**config.mk**
```make
export PLATFORM = sky130hd
export DESIGN_NAME = sps_sequencer
export DESIGN_NICKNAME = d
export VERILOG_FILES = /design/src/verilog/sps_pkg.sv /design/src/verilog/sps_sequencer.sv
export SDC_FILE = /design/constraint.sdc
export NUM_CORES = 1
export LEC_CHECK = 0
export ABC_AREA = 1
export BUFFER_PORTS_ARGS = -buffer_cell sky130_fd_sc_hd__buf_2
export CORE_UTILIZATION = 33
export DETAILED_ROUTE_END_ITERATION = 7
export GPL_TIMING_DRIVEN = 0
export PLACE_DENSITY = 0.46
export SYNTH_ARGS = -nofsm -noshare
export SYNTH_HDL_FRONTEND = slang
export SYNTH_SLANG_ARGS = --single-unit
export TNS_END_PERCENT = 1
```
**constraint.sdc**
```tcl
create_clock -name clock -period 2.9 [get_ports clock]
set_input_delay 0.145 -clock clock [delete_from_list [all_inputs] [get_ports clock]]
set_output_delay 0.145 -clock clock [all_outputs]
set_load 0.03 [all_outputs]
```
**src/verilog/sps_pkg.sv**
```systemverilog
// Package for the sensor power and reset sequencer (host side).
// Assumes a single 50 MHz clock domain.
package sps_pkg;
   localparam int unsigned CLOCK_MHZ          = 50;
   localparam int unsigned STEP_GAP_US        = 10;
   localparam int unsigned CORE_TO_IO_MIN_US  = 5;
   localparam int unsigned HARD_RESET_MS      = 1;
   localparam int unsigned INIT_REF_CLOCKS    = 150000;
   localparam int unsigned PLL_LOCK_MS        = 1;
   localparam int unsigned OFF_HOLD_MS        = 100;
   localparam int unsigned STEP_GAP_CYCLES    = STEP_GAP_US * CLOCK_MHZ;
   localparam int unsigned CORE_TO_IO_CYCLES  = CORE_TO_IO_MIN_US * CLOCK_MHZ;
   localparam int unsigned HARD_RESET_CYCLES  = HARD_RESET_MS * 1000 * CLOCK_MHZ;
   localparam int unsigned PLL_LOCK_CYCLES    = PLL_LOCK_MS * 1000 * CLOCK_MHZ;
   localparam int unsigned OFF_HOLD_CYCLES    = OFF_HOLD_MS * 1000 * CLOCK_MHZ;
   localparam int unsigned FRAME_CYCLES_DEF   = 2000000;
   localparam int unsigned REF_DIV_DEF        = 2;
   localparam logic [15:0] CTRL_REG_ADDR      = 16'h301A;
   localparam int unsigned STREAM_BIT         = 2;
   localparam logic [15:0] STREAM_ON_VALUE    = 16'h0004;
   localparam logic [15:0] STREAM_OFF_VALUE   = 16'h0000;

   typedef enum logic [3:0] {
      SPS_OFF, SPS_PLL_ON, SPS_ANALOG_ON, SPS_CORE_ON, SPS_IO_ON, SPS_SERIAL_ON,
      SPS_RESET_HOLD, SPS_INIT_WAIT, SPS_CONFIG, SPS_LOCK_WAIT, SPS_STREAM_REQ,
      SPS_STREAMING, SPS_STOP_REQ, SPS_DRAIN, SPS_RAILS_DOWN, SPS_OFF_HOLD
   } sps_state_type;

   typedef struct packed {
      logic pll;
      logic analog;
      logic pixel;
      logic core;
      logic io;
      logic serial;
   } sps_rails_type;

   typedef struct packed {
      logic        valid;
      logic [15:0] addr;
      logic [15:0] data;
   } sps_write_type;
endpackage

```
**src/verilog/sps_sequencer.sv**
```systemverilog
// Host controller that powers up, resets, starts and shuts down an image sensor.
// Assumes a separate serial-write engine that takes write requests and answers done.
// How it works
// - The PLL rail is switched on first, before any other rail.
// - Rails come up PLL, analog/pixel, core, I/O, serial with 10 us gaps.
// - At least 5 us pass between core rail and I/O rail enable.
// - The reference clock starts only after the final rail is up.
// - Hard reset stays asserted 1 ms after rails and clock settle.
// - No configuration until 150,000 reference clocks after reset release.
// - Configuration runs, then 1 ms wait for PLL lock before streaming.
// - Streaming starts by writing one to bit 2 of register 0x301A.
// - Streaming bit is cleared before any rail is removed, except by a reset, which drops all rails at once.
// - Rails go down serial, I/O, core, analog/pixel, PLL.
// - All rails stay off at least 100 ms before the next power-up.
`timescale 1ns/1ns
`default_nettype none
module sps_sequencer
   import sps_pkg::*;
#(
   parameter int unsigned HARD_RESET_CYC = sps_pkg::HARD_RESET_CYCLES,
   parameter int unsigned INIT_REF_CYC   = sps_pkg::INIT_REF_CLOCKS,
   parameter int unsigned PLL_LOCK_CYC   = sps_pkg::PLL_LOCK_CYCLES,
   parameter int unsigned OFF_HOLD_CYC   = sps_pkg::OFF_HOLD_CYCLES,
   parameter int unsigned FRAME_CYC      = sps_pkg::FRAME_CYCLES_DEF,
   parameter int unsigned REF_DIV        = sps_pkg::REF_DIV_DEF
) (
   input  wire logic                  clock,
   input  wire logic                  reset_n,
   input  wire logic                  clock_enable,
   input  wire logic                  power_request,
   input  wire logic                  serial_rail_used,
   input  wire logic                  config_done,
   input  wire logic                  write_done,
   output sps_pkg::sps_rails_type     rails,
   output logic                       input_reference_clock,
   output logic                       sensor_reset_n,
   output logic                       config_start,
   output sps_pkg::sps_write_type     write_request,
   output logic                       streaming,
   output logic                       powered_off
);
   import sps_pkg::*;

   typedef struct packed {
      sps_state_type state;
      sps_rails_type rails;
      logic [23:0]   count;
      logic [7:0]    div;
      logic          ref_clk;
      logic          ref_run;
      logic          rst_n;
      logic          cfg_start;
      sps_write_type wr;
      logic [1:0]    req_sync;
      logic [1:0]    cfg_sync;
      logic [1:0]    wd_sync;
   } sps_regs_type;

   // The core-to-I/O gap takes the larger of its own floor and the usual step gap
   localparam logic [23:0] GAP_C   = 24'(STEP_GAP_CYCLES);
   localparam logic [23:0] IO_C    = 24'((CORE_TO_IO_CYCLES > STEP_GAP_CYCLES) ?
                                         CORE_TO_IO_CYCLES : STEP_GAP_CYCLES);
   localparam logic [23:0] RST_C   = 24'(HARD_RESET_CYC);
   localparam logic [23:0] INIT_C  = 24'(INIT_REF_CYC);
   localparam logic [23:0] LOCK_C  = 24'(PLL_LOCK_CYC);
   localparam logic [23:0] HOLD_C  = 24'(OFF_HOLD_CYC);
   localparam logic [23:0] FRAME_C = 24'(FRAME_CYC);
   localparam logic [7:0]  DIV_C   = 8'(REF_DIV);

   sps_regs_type s_reg;
   sps_regs_type s_next;
   logic         req_s;
   logic         cfg_s;
   logic         wd_s;
   logic         ref_rise;

   // Only the second flop of each synchroniser is read
   assign req_s = s_reg.req_sync[1];
   assign cfg_s = s_reg.cfg_sync[1];
   assign wd_s  = s_reg.wd_sync[1];
   assign ref_rise = s_reg.ref_run && !s_reg.ref_clk && (s_reg.div == DIV_C - 8'h01);

   // One down-counter serves every timed step: a state loads it once and
   // waits for zero. Sharing it keeps the area small; the price is that no
   // two waits may overlap, which the sequence never needs.
   always_comb begin
      s_next = s_reg;
      s_next.req_sync = {s_reg.req_sync[0], power_request};
      s_next.cfg_sync = {s_reg.cfg_sync[0], config_done};
      s_next.wd_sync  = {s_reg.wd_sync[0], write_done};
      s_next.cfg_start = 1'b0;
      if (s_reg.count != 24'h000000) begin
         s_next.count = s_reg.count - 24'h000001;
      end

      // Reference clock divider, free running once started
      if (s_reg.ref_run) begin
         if (s_reg.div == DIV_C - 8'h01) begin
            s_next.div = 8'h00;
            s_next.ref_clk = !s_reg.ref_clk;
         end else begin
            s_next.div = s_reg.div + 8'h01;
         end
      end

      case (s_reg.state)
         // Also waits out the off hold left behind by a reset
         SPS_OFF: begin
            if (req_s && s_reg.count == 24'h000000) begin
               s_next.rails.pll = 1'b1;
               s_next.count = GAP_C;
               s_next.state = SPS_PLL_ON;
            end
         end

         // Analog and pixel rails share one step
         SPS_PLL_ON: begin
            if (s_reg.count == 24'h000000) begin
               s_next.rails.analog = 1'b1;
               s_next.rails.pixel = 1'b1;
               s_next.count = GAP_C;
               s_next.state = SPS_ANALOG_ON;
            end
         end

         SPS_ANALOG_ON: begin
            if (s_reg.count == 24'h000000) begin
               s_next.rails.core = 1'b1;
               s_next.count = IO_C;
               s_next.state = SPS_CORE_ON;
            end
         end

         // The longer gap suits either I/O rail voltage
         SPS_CORE_ON: begin
            if (s_reg.count == 24'h000000) begin
               s_next.rails.io = 1'b1;
               s_next.count = GAP_C;
               s_next.state = SPS_IO_ON;
            end
         end

         // An unused serial rail stays off, but its step time is still spent
         SPS_IO_ON: begin
            if (s_reg.count == 24'h000000) begin
               s_next.rails.serial = serial_rail_used;
               s_next.count = GAP_C;
               s_next.state = SPS_SERIAL_ON;
            end
         end

         // The step gap doubles as settle time for the last rail
         SPS_SERIAL_ON: begin
            if (s_reg.count == 24'h000000) begin
               s_next.ref_run = 1'b1;
               s_next.count = RST_C;
               s_next.state = SPS_RESET_HOLD;
            end
         end

         // Hard reset is timed from the start of the clock, after all rails
         SPS_RESET_HOLD: begin
            if (s_reg.count == 24'h000000) begin
               s_next.rst_n = 1'b1;
               s_next.count = INIT_C;
               s_next.state = SPS_INIT_WAIT;
            end
         end

         SPS_INIT_WAIT: begin
            // Counts are held to reference clock rising edges, not system cycles
            if (ref_rise && s_reg.count != 24'h000000) begin
               s_next.count = s_reg.count - 24'h000001;
            end else begin
               s_next.count = s_reg.count;
            end
            if (s_reg.count == 24'h000000) begin
               s_next.cfg_start = 1'b1;
               s_next.state = SPS_CONFIG;
            end
         end

         // Lock time starts only once the outside engine reports done
         SPS_CONFIG: begin
            if (cfg_s) begin
               s_next.count = LOCK_C;
               s_next.state = SPS_LOCK_WAIT;
            end
         end

         SPS_LOCK_WAIT: begin
            if (s_reg.count == 24'h000000) begin
               s_next.wr.valid = 1'b1;
               s_next.wr.addr = CTRL_REG_ADDR;
               s_next.wr.data = STREAM_ON_VALUE;
               s_next.state = SPS_STREAM_REQ;
            end
         end

         // The request stands until the synchronised done is seen
         SPS_STREAM_REQ: begin
            if (wd_s) begin
               s_next.wr.valid = 1'b0;
               s_next.state = SPS_STREAMING;
            end
         end

         // Done must fall first so the stop write is not taken as finished
         SPS_STREAMING: begin
            if (!req_s && !wd_s) begin
               s_next.wr.valid = 1'b1;
               s_next.wr.addr = CTRL_REG_ADDR;
               s_next.wr.data = STREAM_OFF_VALUE;
               s_next.state = SPS_STOP_REQ;
            end
         end

         SPS_STOP_REQ: begin
            if (wd_s) begin
               s_next.wr.valid = 1'b0;
               s_next.count = FRAME_C;
               s_next.state = SPS_DRAIN;
            end
         end

         // Standby entry is not signalled, so a whole frame time is spent
         SPS_DRAIN: begin
            if (s_reg.count == 24'h000000) begin
               s_next.rails.serial = 1'b0;
               s_next.ref_run = 1'b0;
               s_next.ref_clk = 1'b0;
               s_next.div = 8'h00;
               s_next.rst_n = 1'b0;
               s_next.state = SPS_RAILS_DOWN;
            end
         end

         SPS_RAILS_DOWN: begin
            // One step per cycle, analog and pixel together, reverse of power-up
            if (s_reg.rails.io) begin
               s_next.rails.io = 1'b0;
            end else if (s_reg.rails.core) begin
               s_next.rails.core = 1'b0;
            end else if (s_reg.rails.analog) begin
               s_next.rails.analog = 1'b0;
               s_next.rails.pixel = 1'b0;
            end else begin
               s_next.rails.pll = 1'b0;
               s_next.count = HOLD_C;
               s_next.state = SPS_OFF_HOLD;
            end
         end

         // A power request in this state waits for the hold to run out
         SPS_OFF_HOLD: begin
            if (s_reg.count == 24'h000000) begin
               s_next.state = SPS_OFF;
            end
         end

         default: begin
            s_next.state = SPS_OFF;
         end
      endcase
   end

   // A reset drops every rail at once, so the full off hold is owed again
   // before the next power-up; clock enable low freezes every register
   always_ff @(posedge clock or negedge reset_n) begin
      if (!reset_n) begin
         s_reg       <= '0;
         s_reg.count <= HOLD_C;
      end else if (clock_enable) begin
         s_reg <= s_next;
      end
   end

   // All outputs but the two state decodes come straight from flops
   assign rails = s_reg.rails;
   assign input_reference_clock = s_reg.ref_clk;
   assign sensor_reset_n = s_reg.rst_n;
   assign config_start = s_reg.cfg_start;
   assign write_request = s_reg.wr;
   assign streaming = (s_reg.state == SPS_STREAMING);
   assign powered_off = (s_reg.state == SPS_OFF);
endmodule
`default_nettype wire

```
[Word level (Yosys, flattened, before mapping)]
Cells that the tools add are included.
Word-level totals
  output and inout port bits: 44
  register bits after elaboration: 85
  logic and storage cells: 147
  input port bits: 7
Cells by class
  eq/ne operators: 37
  reductions and logical operators: 34
  $add $sub $neg: 2
  mux-type cells: 55
Operators with widths (number)
  $mux W24: 11
  $pmux W24 S9: 1
  $mux W33: 2
  $pmux W32 S2: 1
  $pmux W4 S16: 1
  $mux W4: 14
  $ne A2 B2 Y1 const B: 18
  $eq A4 B4 Y1 const B: 8
  $mux W25: 1
  $logic_not A24 Y1: 1
  $reduce_bool A24 Y1: 1
  $sub A24 B1 Y24 const B: 1
  $reduce_and A4 Y1: 5
  $reduce_and A19 Y1: 1
  $mux W9: 2
  $eq A4 B3 Y1 const B: 4
  $mux W8: 2
  $reduce_bool A2 Y1: 8
  $pmux W1 S2: 6
  $reduce_and A6 Y1: 2
  $mux W11: 1
  $mux W5: 2
  $reduce_and A5 Y1: 2
  $add A8 B1 Y8 const B: 1
  17 further kinds: 32

[Depth between registers and ports, before layout]
Gate-level depths: netlist of run 1.
  depth in word-level cells: 6
  gate-level depth with buffers: 14
  depth with buffers taken out: 13

[Worst setup path after synthesis of run 1]
OpenSTA, ideal clock, no wires.
  path type: register to register
  from: register s_reg[81] in the netlist's numbering
  to: register s_reg[67] in the netlist's numbering
  arrival time: 1901 ps
  stages on the path, launching flop included: 12
  clock period less this slack: 2018 ps
  buffers on the path: 1
  setup time: 117 ps
  data required time: 2783 ps
  slack: 882 ps
  cells stage by stage: dfrtp_1 > inv_2 > nand2_1 > nor2_1 > inv_1 > nand2_2 > nand2_2 > buf_6 > nand2_1 > nand2_1 > nor2_1 > nor2_1
On the way
  elaborated cells on any way between the ends: 15
  those cells by class: 11 x eq/ne; 1 x mux; 3 x reduce/logical
RTL lines
  start: declaration: RTL line sps_sequencer.sv:70  | sps_regs_type s_reg;
  start signal: assignment: RTL line sps_sequencer.sv:274  | s_reg <= s_next;
  $logic_not A4 Y1
  net powered_off: RTL line sps_sequencer.sv:40  | output logic powered_off
  $pmux W24 S9: RTL line sps_sequencer.sv:106  | case (s_reg.state)
The timed path passes the listed nets, and every way through them passes these cells.
A chain may end at the register's enable or synchronous reset.

[Worst setup path after layout of run 1]
  from: register s_reg[66] in the netlist's numbering
  to: register s_reg[51] in the netlist's numbering
On the way
  word-level cells in the longest chain between the ends: 6
  elaborated cells on any way between the ends: 18
  those cells by class: 1 x eq/ne; 12 x mux; 5 x reduce/logical
RTL lines
  $reduce_bool A24 Y1: RTL line sps_sequencer.sv:92, sps_sequencer.sv:172
  $mux W24: RTL line sps_sequencer.sv:92  | if (s_reg.count != 24'h000000) begin
  $mux W24: RTL line sps_sequencer.sv:244  | end else if (s_reg.rails.analog) begin
  $mux W24: RTL line sps_sequencer.sv:242  | end else if (s_reg.rails.core) begin
  $mux W24: RTL line sps_sequencer.sv:240  | if (s_reg.rails.io) begin
  $pmux W24 S9: RTL line sps_sequencer.sv:106
Parallel ways exist; a longest one is shown, timed or not. The select of a mux whose other input is x is not followed.

==> results of run 1 <==
-- Yosys cell counts, drive strengths merged --
master | count | share of area
nor3b | 3 | 0.0050
a21oi | 19 | 0.021
nand2 | 227 | 0.19
nor4 | 2 | 0.0028
o211ai | 2 | 0.0033
nor3 | 6 | 0.0077
xor2 | 9 | 0.017
o31ai | 2 | 0.0033
nand4 | 13 | 0.018
and3 | 1 | 0.0014
a31oi | 1 | 0.0014
inv | 93 | 0.077
conb | 1 | 0.00083
o21ai | 33 | 0.039
nand3 | 53 | 0.062
or2 | 3 | 0.0041
o21a | 2 | 0.0033
a211oi | 1 | 0.0017
o22a | 1 | 0.0019
clkbuf | 2 | 0.0019
buf | 48 | 0.076
ha | 5 | 0.014
dfrtp | 47 | 0.26
clkinv | 2 | 0.0017
nor2 | 132 | 0.12
xnor2 | 3 | 0.0058
dfstp | 8 | 0.046
nand3b | 2 | 0.0033
a22oi | 4 | 0.0066
o32ai | 1 | 0.0019
-- through the flow --
stage          instance area (µm²)   util  total power [mW]
2_1_floorplan                 4620      -              1.37
3_3_place_gp                  4960  0.373              1.50
6_report                      5120  0.385              2.15
5_1_grt                       5120  0.385              2.28
3_5_place_dp                  4960  0.373              1.51
4_1_cts                       5100  0.384              2.16
-- placed cells by master (no fill, tap or decap), types with 9 or more instances in the layout --
cell type	Yosys	layout
a21oi_1	19	19
xor2_1	9	9
inv_1	89	89
buf_4	39	40
buf_2	8	30
nor2_1	123	123
nand3_1	51	51
conb_1	1	26
nand4_1	13	13
o21ai_0	30	30
nand2_1	219	219
dfrtp_1	47	47
-- how the worst max path moves through the flow --
stage	from	end	slack (ns)	cells past startpoint
final	s_reg[66]$_DFFE_PN0P_	s_reg[51]$_DFFE_PN0P_	0.36	10
after global routing	s_reg[66]$_DFFE_PN0P_	s_reg[51]$_DFFE_PN0P_	0.25	10
after CTS	s_reg[66]$_DFFE_PN0P_	s_reg[51]$_DFFE_PN0P_	0.38	10
after detailed placement	s_reg[66]$_DFFE_PN0P_	s_reg[51]$_DFFE_PN0P_	0.40	10
after global placement	s_reg[66]$_DFFE_PN0P_	s_reg[51]$_DFFE_PN0P_	0.39	10
after floorplan	s_reg[81]$_DFFE_PN0P_	s_reg[67]$_DFFE_PN0P_	0.88	11
-- power by group --
part,internal (mW),switching (mW)
sequential,0.858,0.104
clock,0.325,0.323
combinational,0.193,0.344
total,1.38,0.771
-- critical path: cells and delay by family (launching register included) --
kind                       cells  cell delay (ns)
and+or+nand+nor                6             1.25
adders and majority gates      1             0.21
DFF                            1             0.47
AOI/OAI and AO/OA              2             0.16
buffers and inverters          1             0.31
-- routing by layer --
| layer | vias to the layer above | share of wire | track usage |
|---|---|---|---|
| met5 | - | 0 | 0 |
| met4 | 0 | 0.025 | 0.0767 |
| met3 | 19 | 0.075 | 0.0335 |
| met2 | 168 | 0.44 | 0.321 |
| met1 | 2111 | 0.46 | 0.297 |
| li1 | 2324 | - | - |
-- area by class of cell --
cell class,count,area [µm²],area share
Timing Repair Buffer,24,128,0.0249
Clock inverter,2,17.5,0.00342
Tap cell,176,220,0.0430
Multi-Input combinational cell,551,2530,0.494
Clock buffer,6,129,0.0252
Sequential cell,55,1390,0.271
Buffer,50,353,0.0690
Inverter,95,357,0.0697
-- cells by family (layout without fill, tap and decap cells) --
| logic type | count (synthesis) | count (layout) | share of synthesized area |
|---|---|---|---|
| compound gates | 66 | 66 | 0.0834 |
| other cells | 1 | 26 | 0.000828 |
| simple gates | 442 | 442 | 0.416 |
| fa+ha+maj | 5 | 5 | 0.0138 |
| flops | 55 | 55 | 0.306 |
| buf+inv | 145 | 177 | 0.157 |
| xor+xnor | 12 | 12 | 0.0232 |
-- repair_timing --
item / in CTS / in global routing
setup buffers: 0 / 0
resized for setup: 0 / 0
hold endpoints to repair: 0 / 47
hold buffers: 0 / 1
==> flow_summary.json, run 1 <==
{
  "largest_reg_flops": 38,
  "placedCellCount": 950,
  "area_growth_syn_to_layout_pct": 13.0,
  "min_to": "s_next[3]$_DFFE_PN0P_",
  "cp.required_ns": 3.09,
  "holdCritPathClass": "input pin to flip-flop",
  "ys_ff_latch": 55,
  "routedWlPerCell_um": 14.7,
  "drt_iter0_drc": 347,
  "reg2reg_from": "s_reg[66]$_DFFE_PN0P_",
  "cpPeakStageDelay_ns": 0.47,
  "finalSetupViolCount": 0,
  "crit_fanout": 10,
  "synth_cell_types": 43,
  "setup_slack_ns": 0.357,
  "clock_skew_ns": 0.00679,
  "worstRegToRegCells": 10,
  "finalHoldViolCount": 0,
  "routabilityCongestion": 0.915,
  "drc": 0,
  "p_leak_nw": 2.85,
  "reg2reg_setup_slack_ns": 0.36,
  "chipWidth_um": 119,
  "grt_pass1_wl_mm": 23.0,
  "clkTransAtPathRegs_ns": 0.08,
  "rows": 42,
  "portBuffers": 23,
  "synthCells": 726,
  "firstDrtPassIters": 5,
  "avgViaCountPerCell": 4.82,
  "outcome": "complete, no violations",
  "timing.final.crit_share": 0.877,
  "dieArea_mm2": 0.0142,
  "grt_usage": 0.210,
  "antenna_found_initial": 0,
  "cts-root-buf": "clkbuf_16",
  "ir_drop_mv": 0.182,
  "maxSlewViolCount": 0,
  "grt_max_degree": 56,
  "numCtsBuffers": 5,
  "crit_top_cell": "nor2_1",
  "syn_area_mm2": 0.00453,
  "rsz0062_at_grt": "false",
  "grt-ovfl-total": 0,
  "n_fill_cell": 1453,
  "tightest_slew_ns": 0.743,
  "fin_crit_ns": 2.54,
  "holdCritStartpoint": "config_done",
  "routed_wl_mm": 14.1,
  "r2r_end": "s_reg[51]$_DFFE_PN0P_",
  "h-tree-depth": 2,
  "clkLatencyLatePin_ns": 0.32,
  "crit_path_top_delay_cell": "dfrtp_1",
  "fin_nets": 794,
  "fin_cells": 959,
  "cts_tree": "yes",
  "syn_avg_cell_area_um2": 6.24,
  "drive_gt1_frac": 0.147,
  "ys_seq_area_frac": 0.306,
  "dpl.hpwl_mm": 10.7,
  "start_util": 0.341,
  "num_antenna_cells": 0,
  "dp_slack_ns": 0.395,
  "cts.sinks": 55,
  "crit_path_end_kind": "flip-flop",
  "worst-setup-path-type": "flip-flop to flip-flop",
  "clock.fmax_mhz": 393,
  "slew_headroom": 0.504,
  "cap_violations": 0,
  "cellPowerDensity_mw_per_mm2": 420,
  "grt_pass1_vias": 4374,
  "vias": 4622,
  "ant_nets": 0,
  "io_pins": 51,
  "cts_buffer_depth": 2,
  "fp.coreArea_mm2": 0.0133,
  "critPathArrivalTime_ns": 2.73,
  "path_cells": "nor2_1 > nand2_1 > nor2_1 > nand2_2 > buf_2 > ha_1 > nand2_1 > o21ai_0 > nor2_1 > a22oi_1",
  "hold_path_depth": 3,
  "yosys_warnings": 0,
  "die_h_um": 119,
  "hold-worst-slack_ns": 0.0268,
  "setup_tns_ns": 0,
  "startpoint_type": "flip-flop"
}
No activity file was read; power rests on OpenSTA's default activity.
==> run 2: changes to the inputs <==
--- a/config.mk
+++ b/config.mk
@@ -10,7 +10,9 @@
 export CORE_UTILIZATION = 33
 export DETAILED_ROUTE_END_ITERATION = 7
 export GPL_TIMING_DRIVEN = 0
-export PLACE_DENSITY = 0.46
+export PLACE_DENSITY = 0.59
+export SETUP_SLACK_MARGIN = 0.5
+export SLEW_MARGIN = 15
 export SYNTH_ARGS = -nofsm -noshare
 export SYNTH_HDL_FRONTEND = slang
 export SYNTH_SLANG_ARGS = --single-unit
==> run 2 against run 1 <==
Net effect: sequential power about the same; critical path depth unchanged; flip-flop and latch count unchanged; power rose by 3.1%; critical endpoint unchanged; utilization grew 0.26 points; clock power grew 10%; critical path type unchanged.
==> flow_summary.json, run 2 (same netlist as run 1, synthesis figures left out) <==
{
  "drc": 0,
  "crit_path_top_delay_cell": "dfrtp_1",
  "clock_skew_ns": 0.00663,
  "finalSetupViolCount": 0,
  "path_cells": "nor2_1 > nand2_1 > nor2_2 > nand2_2 > buf_2 > ha_1 > nand2_1 > o21ai_0 > nor2_1 > a22oi_1",
  "ant_nets": 0,
  "area_growth_syn_to_layout_pct": 13.8,
  "worst-setup-path-type": "flip-flop to flip-flop",
  "dieArea_mm2": 0.0142,
  "start_util": 0.341,
  "cpPeakStageDelay_ns": 0.45,
  "cellPowerDensity_mw_per_mm2": 430,
  "largest_reg_flops": 38,
  "fin_crit_ns": 2.33,
  "n_fill_cell": 1477,
  "finalHoldViolCount": 0,
  "io_pins": 51,
  "tightest_slew_ns": 0.736,
  "cts.sinks": 55,
  "drive_gt1_frac": 0.149,
  "grt_pass1_wl_mm": 21.3,
  "cts-root-buf": "clkbuf_16",
  "cts_tree": "yes",
  "setup_tns_ns": 0,
  "routabilityCongestion": 0.901,
  "rsz0062_at_grt": "true",
  "cp-startpoint": "s_reg[66]$_DFFE_PN0P_",
  "slew_headroom": 0.509,
  "cts_setup_buffers": 0,
  "routedWlPerCell_um": 13.5,
  "cts_buffer_depth": 2,
  "grt-ovfl-total": 0,
  "crit_path_end_kind": "flip-flop",
  "crit_fanout": 10,
  "timing.final.crit_share": 0.803,
  "chipWidth_um": 119,
  "maxSlewViolCount": 0,
  "fp.coreArea_mm2": 0.0133,
  "grt_max_degree": 56,
  "vias": 4496,
  "outcome": "complete, no violations",
  "fin_nets": 794,
  "avgViaCountPerCell": 4.69,
  "holdCritPathClass": "input pin to flip-flop",
  "cap_violations": 0,
  "num_antenna_cells": 0,
  "p_leak_nw": 2.88,
  "dpl.hpwl_mm": 9.86,
  "reg2reg_from": "s_reg[66]$_DFFE_PN0P_",
  "power.total_mw": 2.21,
  "clkTransAtPathRegs_ns": 0.07,
  "final_cell_mix": "nand2_1 (219), nor2_1 (121), inv_1 (89)",
  "routed_wl_mm": 12.9,
  "grt_pass1_vias": 4229,
  "portBuffers": 23,
  "grt_usage": 0.194,
  "numCtsBuffers": 5,
  "rows": 42,
  "startpoint_type": "flip-flop",
  "ir_drop_mv": 0.245,
  "h-tree-depth": 2,
  "die_h_um": 119,
  "critPathArrivalTime_ns": 2.51,
  "layout_commonest_cell": "nand2_1",
  "drt_iter0_drc": 400,
  "antenna_found_initial": 0,
  "clock.fmax_mhz": 429,
  "firstDrtPassIters": 5,
  "cp.required_ns": 3.08,
  "clkLatencyLatePin_ns": 0.31,
  "holdCritStartpoint": "write_done"
}
run 2: through the flow:
stage | std cells | utilization | hold WS (ns) | cell area [µm²] | worst slack, ns
global route | 959 | 0.387 | 0.0509 | 5150 | 0.480
floorplan | 751 | - | -0.151 | 4620 | 0.882
global placement | 950 | 0.373 | 0.345 | 4960 | 0.544
CTS | 959 | 0.387 | 0.0254 | 5140 | 0.580
finish | 959 | 0.387 | 0.0286 | 5150 | 0.571
detailed placement | 950 | 0.373 | 0.258 | 4960 | 0.523
run 2: area by class of cell:
class                           count  area [µm²]  area share
Buffer                             50         355      0.0690
Clock buffer                        6         129      0.0250
Clock inverter                      2        38.8     0.00753
Inverter                           95         357      0.0692
Multi-Input combinational cell    551        2540       0.493
Sequential cell                    55        1390       0.269
Tap cell                          176         220      0.0427
Timing Repair Buffer               24         128      0.0248
run 2: where the power goes:
group	leakage [nW]	internal, mW	switching [mW]	total (mW)
logic	2.13	0.192	0.342	0.534
clock network	0.0815	0.412	0.302	0.714
registers	0.664	0.859	0.108	0.966
run 2: per-layer routing:
layer  part of all wire  global-route usage
met3              0.066              0.0335
met2               0.44               0.305
met5                  0                   0
met4              0.022              0.0712
met1               0.47               0.265
run 2: repair_timing:
item / 4_1_cts / 5_1_grt
hold buffers: 1 / 0
endpoints found under the hold margin: 47 / 0
gates resized for setup: 1 / 3
endpoints found under the setup margin: 1 / 10
run 2: final timing paths:
| path | endpoint | slack [ns] | cells past startpoint |
|---|---|---|---|
| hold reg to reg | s_next[5]$_DFFE_PN0P_ | 0.48 | 2 |
| hold / removal | s_next[1]$_DFFE_PN0P_ | 0.03 | 3 |
| setup reg to reg | s_reg[51]$_DFFE_PN0P_ | 0.57 | 10 |
| min in group asynchronous | s_reg[63]$_DFFE_PN0P_ | 0.44 | 2 |
| setup / recovery | s_reg[51]$_DFFE_PN0P_ | 0.57 | 10 |
| max in group asynchronous | rails[0]$_DFFE_PN0P_ | 1.97 | 2 |
run 2: worst max-delay path, delay by kind of cell (launching register included):
| kind | cells | cell delay [ns] |
|---|---|---|
| AOI/OAI and AO/OA | 2 | 0.14 |
| adders and majority gates | 1 | 0.21 |
| buffers and inverters | 1 | 0.28 |
| DFF | 1 | 0.45 |
| and+or+nand+nor | 6 | 1.12 |
==> run 3: changes to the inputs <==
==> constraint.sdc (replaced) <==
create_clock -name clock -period 2.2 [get_ports clock]
set_input_delay 0.11 -clock clock [delete_from_list [all_inputs] [get_ports clock]]
set_output_delay 0.11 -clock clock [all_outputs]
set_load 0.03 [all_outputs]
==> run 3 against run 2 <==
Net effect: utilization rose by 6.4 points; critical endpoint is now s_reg[66]$_DFFE_PN0P_; power rose by 39%; fmax rose by 22%; largest power group unchanged.
==> flow_summary.json, run 3 (same netlist as run 1, synthesis figures left out) <==
{
  "cpPeakStageDelay_ns": 0.46,
  "clkTransAtPathRegs_ns": 0.08,
  "maxSlewViolCount": 0,
  "final_cell_mix": "nand2_1 (203), nor2_1 (85), buf_4 (83)",
  "grt_usage": 0.198,
  "dieArea_mm2": 0.0142,
  "place_area_mm2": 0.00497,
  "finalSetupViolCount": 0,
  "grt_max_degree": 56,
  "reg2reg_from": "s_reg[56]$_DFFE_PN0P_",
  "crit_path_end_kind": "flip-flop",
  "n_fill_cell": 1364,
  "clock_skew_ns": 0.00899,
  "ir_drop_mv": 0.364,
  "vias": 4862,
  "critPathArrivalTime_ns": 2.11,
  "ant_nets": 0,
  "grt-ovfl-total": 0,
  "clkLatencyLatePin_ns": 0.31,
  "cp.required_ns": 2.40,
  "timing.final.crit_share": 0.865,
  "grt_pass1_wl_mm": 22.0,
  "holdCritStartpoint": "serial_rail_used",
  "antenna_found_initial": 0,
  "holdCritPathClass": "input pin to flip-flop",
  "crit_fanout": 10,
  "worstRegToRegCells": 11,
  "clock.fmax_mhz": 525,
  "largest_reg_flops": 38,
  "power.total_mw": 3.08,
  "rows": 42,
  "routabilityCongestion": 0.910,
  "fin_cells": 1008,
  "area_growth_syn_to_layout_pct": 32.6,
  "cap_violations": 0,
  "layout_commonest_cell": "nand2_1",
  "routedWlPerCell_um": 13.8,
  "portBuffers": 23,
  "fp.coreArea_mm2": 0.0133,
  "start_util": 0.341,
  "outcome": "complete, no violations",
  "finalHoldViolCount": 0,
  "placedCellCount": 950,
  "avgViaCountPerCell": 4.82,
  "firstDrtPassIters": 5,
  "reg2reg_setup_slack_ns": 0.30,
  "crit_path_top_delay_cell": "dfrtp_2",
  "drt_iter0_drc": 356,
  "rsz0062_at_grt": "true",
  "io_pins": 51,
  "dp_slack_ns": -0.0818,
  "cts-root-buf": "clkbuf_16",
  "num_antenna_cells": 0,
  "die_h_um": 119,
  "fin_crit_ns": 1.90,
  "tightest_slew_ns": 0.714,
  "dpl.hpwl_mm": 9.79,
  "p_leak_nw": 3.22,
  "cts.sinks": 55,
  "fin_nets": 843,
  "worst-setup-path-type": "flip-flop to flip-flop",
  "grt_pass1_vias": 4348,
  "routed_wl_mm": 14.0,
  "setup_tns_ns": 0,
  "numCtsBuffers": 5,
  "r2r_end": "s_reg[66]$_DFFE_PN0P_",
  "drc": 0,
  "setup_slack_ns": 0.296,
  "path_cells": "nor2_4 > nand2_4 > nor2_4 > nand3_4 > o21ai_4 > nand2_2 > buf_6 > nand2_1 > nand2_1 > nor2_2 > nor2_1",
  "final_area_mm2": 0.00600,
  "hold_path_depth": 3,
  "drive_gt1_frac": 0.297,
  "cts_tree": "yes",
  "cellPowerDensity_mw_per_mm2": 513,
  "cts_buffer_depth": 2,
  "min_to": "rails[0]$_DFFE_PN0P_",
  "startpoint_type": "flip-flop",
  "slew_headroom": 0.524,
  "h-tree-depth": 2,
  "chipWidth_um": 119
}
run 3: per-layer routing:
metal | vias to the layer above | wire length, µm | track usage
met3 | 30 | 976 | 0.0239
met2 | 173 | 6380 | 0.309
met1 | 2244 | 6140 | 0.271
met5 | - | 0 | 0
met4 | 0 | 452 | 0.0934
li1 | 2415 | - | -
run 3: critical path, delay by kind of cell, from the launching register on:
family / cells / cell delay [ns]
AND/OR/NAND/NOR: 9 / 0.96
flip-flops: 1 / 0.46
AO/OA/AOI/OAI: 1 / 0.20
buffers and inverters: 1 / 0.16
run 3: stage by stage:
step	hold WS (ns)	utilization
after CTS	0.0579	0.410
final	0.0578	0.452
after global routing	0.0750	0.452
after detailed placement	0.226	0.374
after global placement	0.312	0.374
after floorplan	-0.186	-
run 3: report_power, final:
| group | total [mW] | switching (mW) | internal, mW | leakage (nW) |
|---|---|---|---|---|
| logic | 0.925 | 0.542 | 0.384 | 2.50 |
| clock network | 0.835 | 0.404 | 0.430 | 0.0714 |
| registers | 1.32 | 0.178 | 1.14 | 0.652 |
run 3: area by class of cell:
type                       count  area [µm²]  area share
multi-input combinational    551        2910       0.485
sequential                    55        1400       0.233
timing repair buffer          73         544      0.0906
buffer                        50         415      0.0692
inverter                      95         365      0.0608
tap                          176         220      0.0367
clock buffer                   6         129      0.0215
clock inverter                 2        17.5     0.00292
run 3: what timing repair did:
action,4_1_cts,5_1_grt
endpoints found under the setup margin,49,51
buffers inserted,14,30
pin swaps,13,27
hold buffers,4,0
endpoints found under the hold margin,50,0
cloned,0,2
resized for setup,62,89
run 3: how the worst max path moves through the flow:
| stage | from | end | slack, ns | depth (start not counted) |
|---|---|---|---|---|
| 2_1_floorplan | s_reg[67]$_DFFE_PN0P_ | s_reg[51]$_DFFE_PN0P_ | 0.39 | 10 |
| 3_3_place_gp | s_reg[67]$_DFFE_PN0P_ | s_reg[51]$_DFFE_PN0P_ | -0.09 | 10 |
| 3_5_place_dp | s_reg[67]$_DFFE_PN0P_ | s_reg[51]$_DFFE_PN0P_ | -0.08 | 10 |
| 4_1_cts | s_reg[61]$_DFFE_PN0P_ | s_reg[54]$_DFFE_PN0P_ | 0.27 | 10 |
| 5_1_grt | s_reg[52]$_DFFE_PN0P_ | s_reg[69]$_DFFE_PN1P_ | 0.20 | 14 |
| 6_report | s_reg[56]$_DFFE_PN0P_ | s_reg[66]$_DFFE_PN0P_ | 0.30 | 11 |
